File: src/lio_params.svh
// Purpose: Constants of the latched i/o port controller: offsets, fields, resets, timing.
// Assumes: A 50 MHz system clock.
// Notes:   Times are in nanoseconds; cycle counts are derived from them.
`ifndef LIO_PARAMS_SVH
`define LIO_PARAMS_SVH

// ------------------------------------------------------------------
// Register offsets (byte addresses, one 32-bit word each)
// ------------------------------------------------------------------
`define LIO_REG_CTRL      8'h00
`define LIO_REG_TXDATA    8'h04
`define LIO_REG_RXDATA    8'h08
`define LIO_REG_STATUS    8'h0c
`define LIO_REG_IRQ_STAT  8'h10
`define LIO_REG_IRQ_MASK  8'h14

// ------------------------------------------------------------------
// Field positions and reset values
// ------------------------------------------------------------------
`define LIO_CTRL_OP_LSB   0
`define LIO_CTRL_OP_MSB   2
`define LIO_CTRL_GO       8
`define LIO_CTRL_STB_IDLE 9
`define LIO_CTRL_DIR_IDLE 10
`define LIO_STAT_BUSY     0
`define LIO_STAT_DEV_REQ  1
`define LIO_STAT_IRQ      2
`define LIO_IRQ_DONE      0
`define LIO_IRQ_DEV       1
`define LIO_IRQ_BITS      2
`define LIO_MASK_RST      2'h0
`define LIO_TX_RST        8'h00
`define LIO_RX_RST        8'h00

// ------------------------------------------------------------------
// Timing
// ------------------------------------------------------------------
`define LIO_CLK_NS        20
`define LIO_PULSE_NS      30
`define LIO_SETUP_NS      15
`define LIO_HOLD_NS       20
`define LIO_OUTEN_NS      45
`define LIO_SYNC_STAGES   2
`define LIO_CEIL_CYC(ns)  (((ns) + `LIO_CLK_NS - 1) / `LIO_CLK_NS)
`define LIO_PULSE_CYC     `LIO_CEIL_CYC(`LIO_PULSE_NS)
`define LIO_SETUP_CYC     `LIO_CEIL_CYC(`LIO_SETUP_NS)
`define LIO_HOLD_CYC      `LIO_CEIL_CYC(`LIO_HOLD_NS)
`define LIO_READ_CYC      (`LIO_CEIL_CYC(`LIO_OUTEN_NS) + `LIO_SYNC_STAGES + 1)

`endif

File: src/lio_pkg.sv
// Purpose: Types shared by the latched i/o port controller.
// Assumes: Nothing beyond the parameter header.
// Notes:   Operation codes follow declaration order, 0 to 4.
package lio_pkg;

    typedef enum logic [2:0] {
        LIO_OP_WRITE,
        LIO_OP_READ,
        LIO_OP_STROBE,
        LIO_OP_CLEAR,
        LIO_OP_BUFFER
    } lio_op_t;

    typedef enum logic [2:0] {
        LIO_ST_IDLE,
        LIO_ST_SETUP,
        LIO_ST_ACTIVE,
        LIO_ST_HOLD
    } lio_state_t;

    typedef struct packed {
        logic [7:0] port_data_in;
        logic       select_low_n;
        logic       select_high;
        logic       direction_mode;
        logic       input_strobe;
        logic       latch_clear_n;
    } lio_pins_t;

endpackage

File: src/lio_sync2.sv
// Purpose: Two-flop synchroniser for pin inputs.
// Assumes: Inputs are asynchronous to clk_in.
// Notes:   The first stage feeds only the second.
module lio_sync2 #(
    parameter int W = 1
) (
    input  wire logic         clk_in,
    input  wire logic         rst_n_in,
    input  wire logic [W-1:0] d_in,
    input  wire logic [W-1:0] rst_val_in,
    output logic      [W-1:0] q_out
);
    logic [W-1:0] meta_q;
    logic [W-1:0] meta_d;
    logic [W-1:0] sync_q;
    logic [W-1:0] sync_d;

    always_comb
    begin
        meta_d = d_in;
        sync_d = meta_q;
    end

    // Reset value is a constant: both flops start at zero, q_out at rst_val_in, and
    // the caller inverts active-low pins before them.
    always_ff @(posedge clk_in or negedge rst_n_in)
    begin
        if (!rst_n_in)
        begin
            meta_q <= '0;
            sync_q <= '0;
        end
        else
        begin
            meta_q <= meta_d;
            sync_q <= sync_d;
        end
    end

    assign q_out = sync_q ^ rst_val_in;
endmodule

File: src/lio_timer.sv
// Purpose: Down counter that times each phase of a pin sequence.
// Assumes: load_in is a one-cycle pulse at the start of a phase.
// Notes:   done_out is high once the loaded count has run out.
module lio_timer (
    input  wire logic       clk_in,
    input  wire logic       rst_n_in,
    input  wire logic       load_in,
    input  wire logic [7:0] load_val_in,
    output logic            done_out
);
    logic [7:0] cnt_q;
    logic [7:0] cnt_d;

    always_comb
    begin
        cnt_d = cnt_q;
        if (load_in)
        begin
            cnt_d = load_val_in;
        end
        else if (cnt_q != 8'h00)
        begin
            cnt_d = cnt_q - 8'h01;
        end
    end

    always_ff @(posedge clk_in or negedge rst_n_in)
    begin
        if (!rst_n_in)
        begin
            cnt_q <= 8'h00;
        end
        else
        begin
            cnt_q <= cnt_d;
        end
    end

    assign done_out = (cnt_q == 8'h00);
endmodule

File: src/lio_ctrl.sv
// Purpose: APB-controlled host that drives an eight-bit latched i/o port through its pins.
// Assumes: 50 MHz sys_clk_in; the port's interrupt and data outputs are asynchronous.
// Notes:   One pin operation at a time; a start while busy is ignored.
//
// How it works
// RL1: Port latch follows data while gated.
// RL2: Low clear empties latch; gate wins.
// RL3: Latched data drives three-state outputs; the port model shows the inverse of the last driven byte while they are off.
// RL4: Selected only when low-select low, high-select high.
// RL5: Selection enables outputs, sets request flip-flop.
// RL6: Output mode: always enabled, select gates latch.
// RL7: Input mode: select enables, strobe gates latch.
// RL8: Strobe falling edge resets request flip-flop.
// RL9: Clear low sets request flip-flop, no interrupt.
// RL10: Interrupt low when flip-flop reset, unselected.
// RL11: Gated buffer: mode low, strobe high.
// RL12: Strobe in, interrupt, then select to read.
// RL13: Back-to-back ports share one direction control.
// RL14: Acknowledge selects port to place restart opcode.
// RL15: Output port latches bus data on select.
// RL16: Status latch: mode high, sync selects.
// RL17: Sample port inputs into clock domain.
//
// Design decisions made here: the placing of the registers and the APB interface to the registers.
`include "lio_params.svh"

module lio_ctrl
    import lio_pkg::*;
(
    input  wire logic        sys_clk_in,
    input  wire logic        rstn_in,
    input  wire logic        psel_in,
    input  wire logic        penable_in,
    input  wire logic        pwrite_in,
    input  wire logic [7:0]  paddr_in,
    input  wire logic [31:0] pwdata_in,
    output logic      [31:0] prdata_out,
    output logic             pready_out,
    output logic             pslverr_out,
    output logic             irq_out,
    input  wire logic [7:0]  port_data_out_in,
    input  wire logic        port_int_n_in,
    output logic      [7:0]  port_data_in_out,
    output logic             select_low_n_out,
    output logic             select_high_out,
    output logic             direction_mode_out,
    output logic             input_strobe_out,
    output logic             latch_clear_n_out
);

    // ------------------------------------------------------------------
    // Reset release
    // ------------------------------------------------------------------
    logic rst_meta_q;
    logic rst_n_q;

    always_ff @(posedge sys_clk_in or negedge rstn_in)
    begin
        if (!rstn_in)
        begin
            rst_meta_q <= 1'b0;
            rst_n_q    <= 1'b0;
        end
        else
        begin
            rst_meta_q <= 1'b1;
            rst_n_q    <= rst_meta_q;
        end
    end

    function automatic logic [7:0] cyc_load(input int unsigned cyc);
        return 8'(cyc - 1);
    endfunction

    function automatic logic is_read(input lio_op_t op);
        return (op == LIO_OP_READ) || (op == LIO_OP_BUFFER);
    endfunction

    // ------------------------------------------------------------------
    // Pin input synchronisers
    // ------------------------------------------------------------------
    logic [7:0] data_s;
    logic       int_s;
    logic       int_prev_q;
    logic       dev_ev;

    lio_sync2 #(.W(8)) u_sync_data (
        .clk_in     (sys_clk_in),
        .rst_n_in   (rst_n_q),
        .d_in       (port_data_out_in),
        .rst_val_in (8'h00),
        .q_out      (data_s)
    );

    // The interrupt pin idles high, so it is synchronised inverted.
    lio_sync2 #(.W(1)) u_sync_int (
        .clk_in     (sys_clk_in),
        .rst_n_in   (rst_n_q),
        .d_in       (~port_int_n_in),
        .rst_val_in (1'b1),
        .q_out      (int_s)
    ); // [RL17]

    assign dev_ev = int_prev_q & ~int_s; // [RL12]

    // ------------------------------------------------------------------
    // Registers and APB slave
    // ------------------------------------------------------------------
    logic        pready_q, pready_d;
    logic        slverr_q, slverr_d;
    logic [31:0] prdata_q, prdata_d;
    logic [7:0]  tx_q, tx_d;
    logic        stb_idle_q, stb_idle_d;
    logic        dir_idle_q, dir_idle_d;
    logic [1:0]  mask_q, mask_d;
    logic [1:0]  stat_q, stat_d;
    logic        irq_q, irq_d;
    logic        go_req;
    lio_op_t     go_op;
    logic        done_ev;
    logic [7:0]  rx_q, rx_d;
    lio_state_t  st_q, st_d;
    logic        acc;
    logic        wr;
    logic [1:0]  ev;

    assign acc = psel_in & penable_in & pready_q;
    assign wr  = acc & pwrite_in;
    assign ev  = {dev_ev, done_ev};
    assign go_op = lio_op_t'(pwdata_in[`LIO_CTRL_OP_MSB:`LIO_CTRL_OP_LSB]);
    assign go_req = wr && (paddr_in == `LIO_REG_CTRL) && pwdata_in[`LIO_CTRL_GO]
                    && (go_op <= LIO_OP_BUFFER) && (st_q == LIO_ST_IDLE);

    always_comb
    begin
        pready_d   = psel_in & penable_in & ~pready_q;
        slverr_d   = 1'b0;
        prdata_d   = prdata_q;
        tx_d       = tx_q;
        stb_idle_d = stb_idle_q;
        dir_idle_d = dir_idle_q;
        mask_d     = mask_q;
        stat_d     = stat_q;
        if (pready_d)
        begin
            prdata_d = 32'h0000_0000;
            unique case (paddr_in)
                `LIO_REG_CTRL:     prdata_d[`LIO_CTRL_DIR_IDLE:`LIO_CTRL_STB_IDLE] =
                                       {dir_idle_q, stb_idle_q};
                `LIO_REG_TXDATA:   prdata_d[7:0] = tx_q;
                `LIO_REG_RXDATA:   prdata_d[7:0] = rx_q;
                `LIO_REG_STATUS:   prdata_d[`LIO_STAT_IRQ:`LIO_STAT_BUSY] =
                                       {irq_q, ~int_s, st_q != LIO_ST_IDLE};
                `LIO_REG_IRQ_STAT: prdata_d[1:0] = stat_q;
                `LIO_REG_IRQ_MASK: prdata_d[1:0] = mask_q;
                default:           slverr_d = 1'b1;
            endcase
        end
        if (wr)
        begin
            unique case (paddr_in)
                `LIO_REG_CTRL:
                begin
                    stb_idle_d = pwdata_in[`LIO_CTRL_STB_IDLE];
                    dir_idle_d = pwdata_in[`LIO_CTRL_DIR_IDLE];
                end
                `LIO_REG_TXDATA:   tx_d = pwdata_in[7:0];
                `LIO_REG_IRQ_MASK: mask_d = pwdata_in[1:0];
                default:           ;
            endcase
        end
        // Only the bits that the read returned are cleared, and a new event wins.
        if (acc && !pwrite_in && paddr_in == `LIO_REG_IRQ_STAT)
        begin
            stat_d = stat_q & ~prdata_q[1:0];
        end
        stat_d = stat_d | ev;
        irq_d  = |(stat_q & mask_q);
    end

    always_ff @(posedge sys_clk_in or negedge rst_n_q)
    begin
        if (!rst_n_q)
        begin
            pready_q   <= 1'b0;
            slverr_q   <= 1'b0;
            prdata_q   <= 32'h0000_0000;
            tx_q       <= `LIO_TX_RST;
            stb_idle_q <= 1'b0;
            dir_idle_q <= 1'b0;
            mask_q     <= `LIO_MASK_RST;
            stat_q     <= 2'h0;
            irq_q      <= 1'b0;
            int_prev_q <= 1'b1;
        end
        else
        begin
            pready_q   <= pready_d;
            slverr_q   <= slverr_d;
            prdata_q   <= prdata_d;
            tx_q       <= tx_d;
            stb_idle_q <= stb_idle_d;
            dir_idle_q <= dir_idle_d;
            mask_q     <= mask_d;
            stat_q     <= stat_d;
            irq_q      <= irq_d;
            int_prev_q <= int_s;
        end
    end

    // ------------------------------------------------------------------
    // Pin sequencer
    // ------------------------------------------------------------------
    lio_op_t    op_q, op_d;
    lio_pins_t  pins_q, pins_d;
    logic       tmr_load;
    logic [7:0] tmr_val;
    logic       tmr_done;

    lio_timer u_timer (
        .clk_in      (sys_clk_in),
        .rst_n_in    (rst_n_q),
        .load_in     (tmr_load),
        .load_val_in (tmr_val),
        .done_out    (tmr_done)
    );

    always_comb
    begin
        st_d     = st_q;
        op_d     = op_q;
        pins_d   = pins_q;
        rx_d     = rx_q;
        tmr_load = 1'b0;
        tmr_val  = 8'h00;
        done_ev  = 1'b0;
        unique case (st_q)
            LIO_ST_IDLE:
            begin
                pins_d.select_low_n   = 1'b1;
                pins_d.select_high    = 1'b0;
                pins_d.latch_clear_n  = 1'b1;
                pins_d.input_strobe   = stb_idle_q;
                pins_d.direction_mode = dir_idle_q; // [RL16]
                if (go_req)
                begin
                    op_d                  = go_op;
                    pins_d.port_data_in   = tx_q;
                    // Writes latch on select; everything else gates on the strobe.
                    pins_d.direction_mode = (go_op == LIO_OP_WRITE); // [RL15]
                    if (go_op == LIO_OP_BUFFER)
                    begin
                        pins_d.input_strobe = 1'b1; // [RL11]
                    end
                    st_d     = LIO_ST_SETUP;
                    tmr_load = 1'b1;
                    tmr_val  = cyc_load(`LIO_SETUP_CYC);
                end
            end
            LIO_ST_SETUP:
            begin
                if (tmr_done)
                begin
                    unique case (op_q)
                        LIO_OP_STROBE: pins_d.input_strobe  = 1'b1;
                        LIO_OP_CLEAR:  pins_d.latch_clear_n = 1'b0;
                        default:
                        begin
                            pins_d.select_low_n = 1'b0; // [RL13]
                            pins_d.select_high  = 1'b1; // [RL14]
                        end
                    endcase
                    st_d     = LIO_ST_ACTIVE;
                    tmr_load = 1'b1;
                    tmr_val  = is_read(op_q) ? cyc_load(`LIO_READ_CYC)
                                             : cyc_load(`LIO_PULSE_CYC);
                end
            end
            LIO_ST_ACTIVE:
            begin
                if (tmr_done)
                begin
                    if (is_read(op_q))
                    begin
                        rx_d = data_s; // [RL12]
                    end
                    pins_d.select_low_n  = 1'b1;
                    pins_d.select_high   = 1'b0;
                    pins_d.latch_clear_n = 1'b1;
                    // Data stays put while the strobe falls, so the port keeps it.
                    pins_d.input_strobe  = (op_q == LIO_OP_BUFFER); // [RL12]
                    st_d     = LIO_ST_HOLD;
                    tmr_load = 1'b1;
                    tmr_val  = cyc_load(`LIO_HOLD_CYC);
                end
            end
            LIO_ST_HOLD:
            begin
                if (tmr_done)
                begin
                    done_ev = 1'b1;
                    st_d    = LIO_ST_IDLE;
                end
            end
            default:
            begin
                st_d = LIO_ST_IDLE;
            end
        endcase
    end

    always_ff @(posedge sys_clk_in or negedge rst_n_q)
    begin
        if (!rst_n_q)
        begin
            st_q   <= LIO_ST_IDLE;
            op_q   <= LIO_OP_WRITE;
            pins_q <= '{port_data_in: 8'h00, select_low_n: 1'b1, select_high: 1'b0,
                        direction_mode: 1'b0, input_strobe: 1'b0, latch_clear_n: 1'b1};
            rx_q   <= `LIO_RX_RST;
        end
        else
        begin
            st_q   <= st_d;
            op_q   <= op_d;
            pins_q <= pins_d;
            rx_q   <= rx_d;
        end
    end

    assign prdata_out         = prdata_q;
    assign pready_out         = pready_q;
    assign pslverr_out        = slverr_q;
    assign irq_out            = irq_q;
    assign port_data_in_out   = pins_q.port_data_in;
    assign select_low_n_out   = pins_q.select_low_n;
    assign select_high_out    = pins_q.select_high;
    assign direction_mode_out = pins_q.direction_mode;
    assign input_strobe_out   = pins_q.input_strobe;
    assign latch_clear_n_out  = pins_q.latch_clear_n;

    // ------------------------------------------------------------------
    // Checks
    // ------------------------------------------------------------------
    AST_BUFFER_PINS: assert property (@(posedge sys_clk_in) disable iff (!rst_n_q) // [RL11]
        (st_q == LIO_ST_ACTIVE && op_q == LIO_OP_BUFFER)
        |-> (input_strobe_out && !direction_mode_out && !select_low_n_out))
        else $error("buffer read without strobe high and mode low");
    AST_WRITE_MODE: assert property (@(posedge sys_clk_in) disable iff (!rst_n_q) // [RL15]
        (st_q != LIO_ST_IDLE && op_q == LIO_OP_WRITE) |-> direction_mode_out)
        else $error("write sequence without output mode");
    AST_STROBE_DATA: assert property (@(posedge sys_clk_in) disable iff (!rst_n_q) // [RL12]
        ($fell(input_strobe_out) && st_q == LIO_ST_HOLD)
        |-> ($stable(port_data_in_out) ##1 $stable(port_data_in_out)))
        else $error("data moved around the strobe falling edge");
    AST_SELECT_WIDTH: assert property (@(posedge sys_clk_in) disable iff (!rst_n_q) // [RL13]
        $rose(select_high_out) |-> (select_high_out && !select_low_n_out)[*2])
        else $error("select pulse shorter than two cycles");
    AST_CLEAR_WIDTH: assert property (@(posedge sys_clk_in) disable iff (!rst_n_q) // [RL14]
        $fell(latch_clear_n_out) |-> !latch_clear_n_out ##1 !latch_clear_n_out ##1
        latch_clear_n_out)
        else $error("clear pulse not two cycles");
    AST_IRQ_LEVEL: assert property (@(posedge sys_clk_in) disable iff (!rst_n_q) // [RL12]
        ##1 (irq_out == |($past(stat_q) & $past(mask_q))))
        else $error("interrupt output does not follow masked status");
    AST_GO_BUSY: assert property (@(posedge sys_clk_in) disable iff (!rst_n_q) // [RL16]
        go_req |=> (st_q == LIO_ST_SETUP) ##[1:3] (st_q == LIO_ST_ACTIVE))
        else $error("accepted start did not reach the active phase");
    AST_DEV_EVENT: assert property (@(posedge sys_clk_in) disable iff (!rst_n_q) // [RL17]
        dev_ev |=> stat_q[`LIO_IRQ_DEV])
        else $error("port interrupt not recorded");
    AST_PREADY_ONE: assert property (@(posedge sys_clk_in) disable iff (!rst_n_q)
        pready_out |=> !pready_out)
        else $error("pready held for more than one cycle");
endmodule

File: config.mk
export PLATFORM = sky130hd
export DESIGN_NAME = lio_ctrl
export DESIGN_NICKNAME = d
export VERILOG_FILES = /design/src/lio_pkg.sv /design/src/lio_sync2.sv /design/src/lio_timer.sv /design/src/lio_ctrl.sv
export VERILOG_INCLUDE_DIRS = /design/src
export SDC_FILE = /design/constraint.sdc
export NUM_CORES = 1
export LEC_CHECK = 0
export BUFFER_PORTS_ARGS = -buffer_cell sky130_fd_sc_hd__buf_2
export CAP_MARGIN = 15
export CORE_UTILIZATION = 50
export DETAILED_ROUTE_END_ITERATION = 10
export HOLD_SLACK_MARGIN = 0.03
export PLACE_DENSITY_LB_ADDON = 0.15
export SETUP_SLACK_MARGIN = 0.02
export SYNTH_ARGS = -nofsm -noshare
export SYNTH_HDL_FRONTEND = slang
export SYNTH_SLANG_ARGS = --single-unit
export TNS_END_PERCENT = 100
File: constraint.sdc
create_clock -name sys_clk_in -period 3.38 [get_ports sys_clk_in]
set_input_delay 0.338 -clock sys_clk_in [delete_from_list [all_inputs] [get_ports sys_clk_in]]
set_output_delay 0.338 -clock sys_clk_in [all_outputs]
set_load 0.05 [all_outputs]
# Word-level counts from Yosys, hierarchy flattened
# Index checks and enable logic that the tools add are counted.
# totals
ff_bits,83
inputBits,54
output_inout_bits,48
# op_classes
add_sub_neg,1
magnitude_cmp,1
eq_ne,20
mux,32
n_bitwise,12
reduce_logical,29
# ops
op,n
3-bit two-way mux,7
"8-bit by 4-bit equality test with 1-bit output, second input constant",2
"8-bit by 5-bit equality test with 1-bit output, second input constant",2
8-bit logical NOT,2
2-bit two-way mux,8
8-bit two-way mux,2
4-bit AND reduction,4
"3-bit by 2-bit equality test with 1-bit output, second input constant",4
2-bit case mux with 3 select lines,2
3-bit case mux with 4 select lines,1
"2-bit inequality test, second input constant",5
2-bit case mux with 5 select lines,1
5-bit case mux with 2 select lines,1
"8-bit by 3-bit equality test with 1-bit output, second input constant",1
1-bit two-way mux,8
2-bit AND reduction,4
8-bit nonzero test,1
"8-bit by 1-bit subtractor with 8-bit output, second input constant",1
"3-bit by 1-bit equality test with 1-bit output, second input constant",2
"3-bit equality test, second input constant",2
1-bit logical AND,6
3-bit logical NOT,2
3-bit nonzero test,2
2-bit OR reduction,3
other kinds (14),22

# Longest topological paths before layout
# depth
word_depth,10
depth_mapped,8

# Modules after synthesis
# Synthesis repeated with hierarchy kept, for this count alone.
# unflattened
cells_unflattened,330
area_unflattened_um2,3858.7
# modules_own_cells
mod,instances,cells_each,area_per_inst_um2,seq_area_each_um2
lio_ctrl,1,249,2841.5,1405.1
lio_timer,1,54,488.0,200.2
lio_sync2 at u_sync_data,1,24,470.5,400.4
lio_sync2 at u_sync_int,1,3,58.8,50.0

# Worst setup path before layout
# OpenSTA, ideal clock, no wires.
# synth_path
path_type,register to register
from,register u_timer.cnt_q[0]
to,register pins_q (netlist bit input_strobe_out)
setup_time_ns,0.125
t_arrival_ns,1.858
setup_slack_ns,1.397
path_stages_with_launch,9
n_path_buf,1
cell_sequence,dfrtp_1 -> inv_1 -> ha_1 -> nor4b_1 -> and2_1 -> buf_2 -> mux2i_1 -> o22ai_1 -> mux2_2
# synth_between
elab_chain_len,3
word_cells_on_any_way,4
# synth_lines
element,line_no,text
"start, declared",lio_timer.sv:11,logic [7:0] cnt_q;
"start signal, assigned",lio_timer.sv:35,cnt_q <= cnt_d;
8-bit logical NOT (*),lio_timer.sv:39,assign done_out = (cnt_q == 8'h00);
2-bit inequality test (no source line),--,
4-bit AND reduction (no source line) (*),--,
"end signal, assigned",lio_ctrl.sv:318,"pins_q <= '{port_data_in: 8'h00, select_low_n: 1'b1, select_high: 1'b0,"
"end signal, assigned",lio_ctrl.sv:326,pins_q <= pins_d;
"end, declared",lio_ctrl.sv:215,"lio_pins_t pins_q, pins_d;"
# Every way passes the cells marked *; elsewhere a longest branch is shown, timed or not.
# A chain may end at the register's enable or synchronous reset.

# Final worst setup path
# layout_path
from,register u_timer.cnt_q[0]
to,register rx_q[7]
# layout_between
elab_chain_len,2
# layout_lines
element,line_no,text
8-bit logical NOT,lio_timer.sv:39,
3-bit AND reduction (no source line),--,
"end signal, assigned",lio_ctrl.sv:320,rx_q <= `LIO_RX_RST;
"end signal, assigned",lio_ctrl.sv:327,rx_q <= rx_d;
"end, declared",lio_ctrl.sv:121,"logic [7:0] rx_q, rx_d;"
# No other way between the ends.

==> flow_summary.ini <==
[power]
vdd_ir_drop_max_mv = 0.3316
p_leak_uw = 0.002106
powerDensity_nw_per_um2 = 469.1

[route]
route.detailed.drc = 0
drt-pass1-iter-count = 5
wl_per_cell_um = 14.75
drt_iter0_drc = 197
ant_nets = 0
viasPerCell = 5.139
drt_wl_total_um = 6991
via_count = 2436

[finish]
syn_to_final_growth_pct = 13.64
final_cells = 474
n_antenna_cell = 0
final_area_sq_um = 4169
drive_above_1_share_pct = 31.75
fin_nets = 434
nFillCells = 618

[logic_synthesis]
synthArstFlopShare_pct = 100.0
syn_avg_cell_area_sq_um = 11.76
yosys_warnings = 0
synthAdderAreaFrac_pct = 2.387
synth-edff-count = 0
synth_xor_xnor_area_share_pct = 0.9550
yosys.area_share.simple_pct = 11.29
ys_types = 48
synthMuxAreaShare_pct = 12.79
synth_top_family_by_area = multiplexers
netlist_instances = 312
ys_seq_elements = 82
synth-compound-area-share_pct = 9.038
netlist_area_sq_um = 3669
synth_top_flop_cell = dfrtp_1
ys_seq_area_share_pct = 56.04

[timing]
fin_skew_ps = 11.69
setup_viol = 0
maxSlewViolCount = 0
max-slew-margin-rel_pct = 33.57
min_period_ps = 2498
worst_slew_pin_slew_ps = 996.4
clock.fmax_ghz = 0.4003
rsz0062_at_grt = false
min_period_over_period_pct = 73.91
hold_viol_final = 0
setup-tns-final_ps = 0

[clock_tree]
hold_buffers = 1
clk_path_buf_depth = 2
h-tree-depth = 3
clock_latency_ps = 350
numClockSinks = 82
cts_setup_buffers = 0
clk_pin_slew_ps = 90
cts_buffers = 9
cts-root-buf = clkbuf_8
cts_resized = 0
cts_tree = yes

[worst_setup_path]
path_class = register to register
worstSetupEndpointType = register
reg2reg_from = u_timer.cnt_q[0]
required_ps = 3620
r2r_slack_ps = 880
endpoint = rx_q[7]
worstReg2RegEnd = rx_q[7]
worst-path-max-fanout = 11
arrival_ps = 2740
reg2regPathDepth = 7
crit_path_start = u_timer.cnt_q[0]
cp-start-kind = register

[hold_path]
hold_start = port_data_out_in[1]
hold_path.class = input port to register

[floorplan]
die_x_um = 87.66
ios = 102
initial_core_util_pct = 52.83
die_y_um = 87.66
rows = 30
dieArea_sq_um = 7683
core_area_sq_um = 6944

[placed_design]
dp_cells = 457
gp_congestion = 0.8695
port_buffers = 58
placed_cell_area_sq_um = 3961
hpwl_um = 4896

[status]
outcome = finished clean

[global_route]
antenna_found_initial = 0
track_usage_pct = 20.68
grt_max_degree = 81
grt_pass1_wl_um = 11790
grt_pass1_vias = 2433
gr-total-overflow = 0

[job]
maxCapViolCount = 0
-- power breakdown --
group | internal, uW | switching, uW | total, uW
registers | 1030 | 54.3 | 1080
logic | 55.3 | 120 | 175
clock network | 331 | 368 | 699
total | 1410 | 542 | 1960
-- state kept, by name, summed over array words and instances, names as in the netlist, 2 cells and up --
signal,count
port_data_in_out,8
prdata_out,10
mask_q,2
u_sync_data.meta_q,8
op_q,3
rx_q,8
stat_q,2
u_timer.cnt_q,8
tx_q,8
st_q,2
u_sync_data.sync_q,8
-- layout make-up --
cell class                      count  area, sq um  share of cell area [%]
Inverter                           14        52.55                   1.261
Timing Repair Buffer               61        315.3                   7.563
Clock buffer                       12        165.2                   3.962
Tap cell                           96        120.1                   2.881
Clock inverter                      4        32.53                  0.7803
Sequential cell                    82         2059                   49.40
Multi-Input combinational cell    205         1424                   34.15
-- per-layer routing --
| metal | track usage (%) | wire (um) | vias up |
|---|---|---|---|
| li1 | - | - | 1154 |
| met1 | 27.52 | 3242 | 1198 |
| met2 | 32.53 | 3301 | 73 |
| met3 | 4.524 | 304 | 11 |
| met4 | 9.687 | 142 | 0 |
| met5 | 0 | 0 | - |
-- cell usage after synthesis, types with 3 or more instances --
cell type,count,area (sq um)
buf_2,4,20.02
o21ai_0,17,85.08
a22oi_1,9,67.56
a31oi_1,4,25.02
nand4_1,3,18.77
ha_1,7,87.58
mux2_4,10,150.1
inv_1,14,52.55
clkbuf_1,5,18.77
mux2i_1,6,60.06
nor2_1,16,60.06
mux2_2,23,259.0
a21oi_1,3,15.01
nor4_1,4,25.02
nand3_1,5,25.02
a22o_1,3,26.28
dfstp_2,3,78.83
dfrtp_1,79,1977
nand2_1,32,120.1
nor2b_1,3,18.77
buf_4,22,165.2
nor3_1,6,30.03
-- how the worst min path moves through the flow --
stage / endpoint / slack (ps) / cells after the start
after floorplan: rst_meta_q / 40 / 0
after global placement: rst_meta_q / 120 / 1
after detailed placement: rst_meta_q / 130 / 1
after CTS: u_sync_data.meta_q[1] / 70 / 1
after global routing: u_sync_data.meta_q[1] / 60 / 1
final: u_sync_data.meta_q[1] / 80 / 1
-- worst max-delay path: stages, from the launching register on --
cell and delay [ps]:
dfrtp_1 410, inv_1 140, ha_1 200, nor4b_1 310, nand2_1 310, nor3_1 310
nand2_1 330, mux2_2 380
-- logic make-up after synthesis --
family          count (synthesis)
flops                          82
simple gates                   82
compound gates                 50
buf+inv                        46
mux                            39
fa+ha+maj                       7
xor+xnor                        4
other cells                     2
-- layout by cell type (no fill, tap or decap), drive strengths merged, types with 9 or more instances in the layout --
cell / instances
inv: 15
mux2: 33
buf: 60
nor2: 17
o21ai: 19
a22oi: 9
dfrtp: 79
nand2: 32
clkbuf: 12
conb: 23
-- through the flow --
stage | total power, uW | util, % | setup WS [ps] | hold WS (ps)
CTS | 1967 | 60.04 | 837.4 | 67.61
finish | 1955 | 60.04 | 881.8 | 81.86
global placement | 1269 | 57.05 | 899.6 | 122.9
global route | 2041 | 60.04 | 542.5 | 55.09
detailed placement | 1275 | 57.05 | 858.7 | 126.6
floorplan | 1241 | - | 932.3 | 42.41
Power figures use the tool's default switching activity.
